[config.mk]
export PLATFORM = sky130hd
export DESIGN_NAME = tao_trip_alarm_output
export DESIGN_NICKNAME = d
export VERILOG_FILES = /design/src/hw/tao_pkg.sv /design/src/hw/tao_trip_alarm_output.sv
export SDC_FILE = /design/constraint.sdc
export NUM_CORES = 1
export LEC_CHECK = 0
export BUFFER_PORTS_ARGS = -buffer_cell sky130_fd_sc_hd__buf_2
export CORE_MARGIN = 1
export CORE_UTILIZATION = 45
export DETAILED_ROUTE_END_ITERATION = 10
export GPL_TIMING_DRIVEN = 0
export PLACE_DENSITY = 0.67
export REMOVE_ABC_BUFFERS = 1
export SLEW_MARGIN = 25
export SYNTH_ARGS = -nofsm -noshare
export SYNTH_HDL_FRONTEND = slang
export SYNTH_SLANG_ARGS = --single-unit
[constraint.sdc]
create_clock -name clk_sys_in -period 3 [get_ports clk_sys_in]
set_clock_uncertainty 0.1 [all_clocks]
set_input_delay 0.9 -clock clk_sys_in [delete_from_list [all_inputs] [get_ports clk_sys_in]]
set_output_delay 0.9 -clock clk_sys_in [all_outputs]
set_load 0.01 [all_outputs]
[src/hw/tao_pkg.sv]
package tao_pkg;
	// output function selection codes
	localparam logic [7:0] FUNC_ALARM = 8'h05;
	// relay polarity codes: 01 normally closed (default), 00 normally open
	localparam logic [7:0] POL_NORM_CLOSED = 8'h01;
	localparam logic [7:0] POL_NORM_OPEN = 8'h00;
	localparam logic [7:0] RST_OUT_ONE_FUNC = 8'h00;
	localparam logic [7:0] RST_OUT_TWO_FUNC = 8'h00;
	localparam logic [7:0] RST_RELAY_FUNC = FUNC_ALARM;
	localparam logic [7:0] RST_RELAY_POL = POL_NORM_CLOSED;
	// timing
	localparam int CLK_HZ = 50000000;
	localparam int ALARM_DELAY_MS = 300;
	localparam int STARTUP_DELAY_MS = 1000;
	localparam int ALARM_DELAY_CYC = CLK_HZ / 1000 * ALARM_DELAY_MS;
	localparam int STARTUP_DELAY_CYC = CLK_HZ / 1000 * STARTUP_DELAY_MS;
	localparam int MAX_STARTUP_CYC = CLK_HZ / 1000 * 2000 - 1;
endpackage

[src/hw/tao_trip_alarm_output.sv]
// What this block does
// alarm asserts while tripped after a fault, deasserts once the fault is cleared.
// an output whose function selection is 05 presents the alarm function.
// alarm reaches the assigned terminal a nominal 300 ms after the fault event.
// alarm may go to either open-collector output or relay; relay defaults to alarm.
// relay polarity defaults to normally closed, energised when no alarm.
// normally closed: relay energises after power-up delay shorter than 2 seconds.
// normally closed: trip de-energises relay; power loss releases it too.
// normally open: relay energised only while a trip is present.
// external circuit picks the contact pair matching its alarm convention.
// alarm stays latched until a clear request is taken, then drops next edge.
`timescale 1ns/10ps
`default_nettype none
module tao_trip_alarm_output #(
	parameter int ALARM_DELAY_CYC = tao_pkg::ALARM_DELAY_CYC,
	parameter int STARTUP_DELAY_CYC = tao_pkg::STARTUP_DELAY_CYC
) (
	input wire logic clk_sys_in,
	input wire logic sys_rst_in,
	input wire logic clk_en_in,
	input wire logic fault_event_in,
	input wire logic fault_clear_in,
	input wire logic [7:0] output_one_function_select_in,
	input wire logic [7:0] output_two_function_select_in,
	input wire logic [7:0] relay_function_select_in,
	input wire logic [7:0] relay_polarity_select_in,
	output logic trip_state_out,
	output logic trip_alarm_function_out,
	output logic output_one_out,
	output logic output_two_out,
	output logic relay_energise_out
);
	// both counters are 32 bits wide; a delay of a few seconds fits with room to spare
	localparam int OUT_COUNT = 2;
	localparam logic [31:0] DELAY_LAST = 32'(ALARM_DELAY_CYC - 1);
	localparam logic [31:0] START_LAST = 32'(STARTUP_DELAY_CYC - 1);

	// refuse delays the counters cannot serve, and a startup delay of 2 seconds or more
	if (ALARM_DELAY_CYC < 1 || STARTUP_DELAY_CYC < 1) begin : g_bad_delay
		$error("delay counts must be at least one cycle");
	end
	if (STARTUP_DELAY_CYC > tao_pkg::MAX_STARTUP_CYC) begin : g_bad_startup
		$error("startup delay must stay below 2 seconds");
	end

	typedef enum logic [1:0] {TAO_IDLE, TAO_DELAY, TAO_ALARM} tao_state_t;

	tao_state_t state;
	tao_state_t next_state;
	logic [31:0] delay_cnt;
	logic [31:0] next_delay_cnt;
	logic [31:0] start_cnt;
	logic [31:0] next_start_cnt;
	logic started;
	logic next_started;
	logic trip;
	logic alarm;
	logic next_alarm;
	logic clear_taken;
	logic relay_on;
	logic [7:0] term_select [OUT_COUNT];
	logic term_out [OUT_COUNT];

	// a clear that meets a fault in one cycle is dropped: the fault wins
	assign clear_taken = fault_clear_in && !fault_event_in;

	// trip latch: a fault arriving with a clear still trips, so the event is not lost
	always_ff @(posedge clk_sys_in) begin
		if (sys_rst_in) begin
			trip <= 1'b0;
		end else if (clk_en_in) begin
			if (fault_event_in) begin
				trip <= 1'b1;
			end else if (fault_clear_in) begin
				trip <= 1'b0;
			end
		end
	end

	// alarm follows the trip after the nominal delay, drops on clear at once
	// a fault seen while delaying or alarmed does not restart the delay
	always_comb begin
		next_state = state;
		next_delay_cnt = delay_cnt;
		next_alarm = alarm;
		case (state)
			TAO_IDLE: begin
				if (fault_event_in) begin
					next_state = TAO_DELAY;
					next_delay_cnt = 32'h0;
				end
			end
			TAO_DELAY: begin
				if (clear_taken) begin
					next_state = TAO_IDLE;
				end else if (delay_cnt == DELAY_LAST) begin
					next_state = TAO_ALARM;
					next_alarm = 1'b1;
				end else begin
					next_delay_cnt = delay_cnt + 32'h1;
				end
			end
			TAO_ALARM: begin
				if (clear_taken) begin
					next_state = TAO_IDLE;
					next_alarm = 1'b0;
				end
			end
			default: begin
				next_state = TAO_IDLE;
				next_alarm = 1'b0;
			end
		endcase
	end

	always_ff @(posedge clk_sys_in) begin
		if (sys_rst_in) begin
			state <= TAO_IDLE;
			delay_cnt <= 32'h0;
			alarm <= 1'b0;
		end else if (clk_en_in) begin
			state <= next_state;
			delay_cnt <= next_delay_cnt;
			alarm <= next_alarm;
		end
	end

	// power-up hold-off before a normally closed relay may pull in
	// the counter stops once done, so it never wraps into a second hold-off
	always_comb begin
		next_start_cnt = start_cnt;
		next_started = started;
		if (!started) begin
			if (start_cnt == START_LAST) begin
				next_started = 1'b1;
			end else begin
				next_start_cnt = start_cnt + 32'h1;
			end
		end
	end

	always_ff @(posedge clk_sys_in) begin
		if (sys_rst_in) begin
			start_cnt <= 32'h0;
			started <= 1'b0;
		end else if (clk_en_in) begin
			start_cnt <= next_start_cnt;
			started <= next_started;
		end
	end

	// relay drive from its selected function and polarity
	always_comb begin
		if (relay_function_select_in == tao_pkg::FUNC_ALARM) begin
			if (relay_polarity_select_in == tao_pkg::POL_NORM_OPEN) begin
				relay_on = alarm;
			end else begin
				// any code other than normally open keeps the safe default
				relay_on = started && !alarm;
			end
		end else begin
			relay_on = 1'b0;
		end
	end

	// outputs registered so no glitch from the select decode reaches a pin
	always_ff @(posedge clk_sys_in) begin
		if (sys_rst_in) begin
			trip_state_out <= 1'b0;
		end else if (clk_en_in) begin
			trip_state_out <= trip;
		end
	end

	always_ff @(posedge clk_sys_in) begin
		if (sys_rst_in) begin
			trip_alarm_function_out <= 1'b0;
		end else if (clk_en_in) begin
			trip_alarm_function_out <= alarm;
		end
	end

	always_ff @(posedge clk_sys_in) begin
		if (sys_rst_in) begin
			relay_energise_out <= 1'b0;
		end else if (clk_en_in) begin
			relay_energise_out <= relay_on;
		end
	end

	// open-collector terminals; one selected for another function stays off here
	assign term_select[0] = output_one_function_select_in;
	assign term_select[1] = output_two_function_select_in;

	for (genvar t = 0; t < OUT_COUNT; t++) begin : g_term
		always_ff @(posedge clk_sys_in) begin
			if (sys_rst_in) begin
				term_out[t] <= 1'b0;
			end else if (clk_en_in) begin
				term_out[t] <= alarm && (term_select[t] == tao_pkg::FUNC_ALARM);
			end
		end
	end

	assign output_one_out = term_out[0];
	assign output_two_out = term_out[1];
endmodule
`default_nettype wire

==> out/qor.csv <==
stage,metric,value,unit
grt,largest net degree at the start of global routing,50,
worst_setup_path,R2R depth,5,
grt,first-pass GRT wire length,15280,um
worst_setup_path,"most used cell, CP",or4_1,
routing,DR WL/cell,14.67,um
sta,final worst path period share,94.34,%
cts,hold buffer count at CTS,0,
die,CORE AREA,8217,um2
logic_synthesis,Synth Flop Type,dfxtp_1,
sta,fmax,353.3,MHz
logic_synthesis,Synth Cell Area,3820,um2
sta,unrepaired setup endpoints after global routing,no,
outcome,status,"complete, no violations",
placed_design,DP Wirelength,6103,um
worst_setup_path,Crit. Startpoint,delay_cnt[28],
finish,Area Overhead vs Synth,14.35,%
cts,htree depth,3,
finish,most frequent cells in the layout,"dfxtp_1 (72), nor2_1 (44), buf_2 (42)",
logic_synthesis,"EDFF count, synth",2,
logic_synthesis,library cells used by synthesis,51,
finish,"commonest non-fill, non-tap cell in the layout",dfxtp_1,
worst_setup_path,crit-path leading delay family,simple AND/OR/NAND/NOR gates,
finish,register area,1501,um2
sta,worst hold margin,0.3580,ns
routing,Via density,5.953,
routing,Vias,3643,
sta,final hold vios,0,
cts,maximum clock path buffer count,2,
logic_synthesis,Yosys warning count,0,
logic_synthesis,syn_area_per_cell,8.180,um2
die,chip height,94.14,um
worst_setup_path,R2R Path Start,delay_cnt[28],
worst_setup_path,worst path required time,3.18,ns
cts,CTS tree,done,
sta,crit path time final,2.830,ns
sta,final setup margin,0.1697,ns
power,Power Dens Cells,444.2,nW/um2
routing,DR pass1 iterations,4,
sta,actual slew at the worst max-slew pin,0.7851,ns
routing,final WL,8976,um
grt,vias in the first global route,3341,
routing,DRC,0,
logic_synthesis,Area contributors post-synth,"dfxtp_1 (38%), nand4_1 (4.6%), nand3_1 (4.5%)",
placed_design,Post-Place Setup Slack,-0.3556,ns
cts,total CTS buffers,9,
logic_synthesis,asr flop ratio synth,0,%
die,Placement Rows,33,
logic_synthesis,dominant cell type by area after synthesis,dfxtp_1,
sta,setup TNS,0,ns
min_path,Hold Crit Start,relay_energise_out,
finish,Layout Nets,541,
sta,Slew Limit Fails,0,
placed_design,Port Buf Inserts,41,
worst_setup_path,CP endpoint kind,register,
worst_setup_path,reg2reg end,delay_cnt[28],
worst_setup_path,"Largest stage delay, worst path",0.74,ns
worst_setup_path,worst-path fanout max,14,
grt,GRT Util Overall,21.62,%
worst_setup_path,crit path kind,reg2reg,
cts,Root Driver,clkbuf_8,
worst_setup_path,CP max-delay cell,or4_1,
worst_setup_path,CP Launch Type,register,
die,area of the die,8861,um2
run,Max Cap Viol,0,
routing,Antenna Nets Post-Route,0,
placed_design,GP Congestion,0.7743,
cts,clock tree sinks,74,
logic_synthesis,Syn Inst Count,467,
routing,Initial DRC Count,178,
sta,slew margin rel.,47.26,%
finish,Fillers,790,
worst_setup_path,R2R setup slack,0.17,ns
logic_synthesis,sequential area share after synthesis,39.31,%
worst_setup_path,"Buf+Inv Stages, Crit Path",0,
logic_synthesis,share of the synthesized area in the top cell type,37.73,%
min_path,hold depth,2,
sta,Final setup viols,0,
power,worst vdd ir,0.0002211,V
die,DIE WIDTH,94.14,um
worst_setup_path,"Cell Chain, Critical Path",or4_1 -> or4_1 -> o32ai_4 -> a22oi_1 -> o21ai_1,
cts,CTS clock-pin slew for the worst setup and hold paths,0.08,ns
min_path,hold endpoint,relay_energise_out,
die,I/O pins,42,
finish,final core utilization,53.16,%
worst_setup_path,CP arrival,3.01,ns
finish,layout cell share with drive strength beyond 1,15.38,%
power,Pleak,0.001521,uW
grt,initial antenna violation count,0,
grt,"Remaining Overflow, GRT",0,
finish,area of the multi-input gates,2225,um2
finish,# diodes,0,
cts,insertion delay to the later sink of the worst-skew pair,0.36,ns
die,Starting Density,46.49,%
logic_synthesis,"FF+latch count, synth",74,
min_path,Hold Path Class,reg2reg,
-- report_power, final --
group | internal [uW] | total, uW | switching, uW | leakage, uW
Combinational | 39.9 | 102 | 62.1 | 0.000810
Sequential | 991 | 996 | 4.92 | 0.000603
Clock | 442 | 843 | 401 | 0.000108
-- kinds of logic (layout without fill, tap and decap cells) --
| kind of cell | after synthesis | in the layout | share of synthesized area [%] |
|---|---|---|---|
| and+or+nand+nor | 220 | 220 | 31.64 |
| AOI/OAI and AO/OA | 109 | 110 | 17.88 |
| DFF | 74 | 74 | 39.31 |
| buffers and inverters | 37 | 76 | 4.389 |
| xor gates and xnor gates | 18 | 18 | 4.127 |
| muxes | 7 | 7 | 1.998 |
| adders and majority gates | 2 | 2 | 0.6550 |
-- registers in the layout (all words and copies together) (netlist names) --
register / flops
trip_state_out: 1
relay_energise_out: 1
started: 1
trip_alarm_function_out: 1
start_cnt: 32
delay_cnt: 32
term_out: 2
state: 2
alarm: 1
trip: 1
-- what timing repair did --
action                                  CTS  global route
pin swaps                                 1             1
endpoints found under the hold margin     0             0
buffers inserted                          0             0
gates resized for setup                   2             4
endpoints found under the setup margin    6            14
gates cloned                              1             0
-- cells in the mapped netlist (3+ instances only) --
| cell | number |
|---|---|
| a31oi_1 | 6 |
| a22oi_1 | 4 |
| o41ai_1 | 3 |
| clkbuf_1 | 15 |
| nand3_1 | 34 |
| xor2_1 | 17 |
| nor4bb_1 | 3 |
| or3_1 | 10 |
| and4_1 | 5 |
| mux2_2 | 5 |
| and3_1 | 11 |
| o21ai_1 | 34 |
| or4_1 | 10 |
| nand4_1 | 28 |
| inv_1 | 15 |
| o311ai_0 | 5 |
| nor3_1 | 9 |
| a21oi_1 | 25 |
| a41oi_1 | 3 |
| nor4_1 | 12 |
| nor4b_1 | 6 |
| nand2_1 | 29 |
| o31ai_1 | 9 |
| nor2b_1 | 9 |
| nor2_1 | 45 |
| buf_6 | 3 |
| dfxtp_1 | 72 |
| o21ai_0 | 9 |
-- through the flow --
stage	cell area, um2	cells	total power (uW)
after floorplan	3709	445	1064
after global placement	4045	591	1112
after detailed placement	4101	595	1116
after CTS	4352	612	1956
after global routing	4368	612	2022
final	4368	612	1940
-- layer usage --
layer	vias to the layer above	part of all wire (%)	global-route usage [%]
li1	1834	-	-
met1	1702	49	28.61
met2	97	44	34.73
met3	10	5.9	4.207
met4	0	1.1	7.949
met5	-	0	0
-- worst max path at each step --
stage,depth (start not counted),endpoint
floorplan,5,start_cnt[31]
global placement,6,start_cnt[31]
detailed placement,5,delay_cnt[28]
CTS,6,delay_cnt[29]
global route,6,delay_cnt[30]
finish,5,delay_cnt[28]
-- final cells by class --
cell class | count | area share [%]
clock buffer | 10 | 3.409
sequential | 74 | 34.37
timing repair buffer | 45 | 5.328
clock inverter | 6 | 1.661
inverter | 15 | 1.289
tap | 105 | 3.008
multi-input combinational | 357 | 50.93
-- worst min-delay path: cells and delay by family, from the launching register on --
kind | cells | cell delay (ns)
flops | 1 | 0.33
compound gates | 1 | 0.06
simple gates | 1 | 0.04
(Power assumes the default switching activity.)
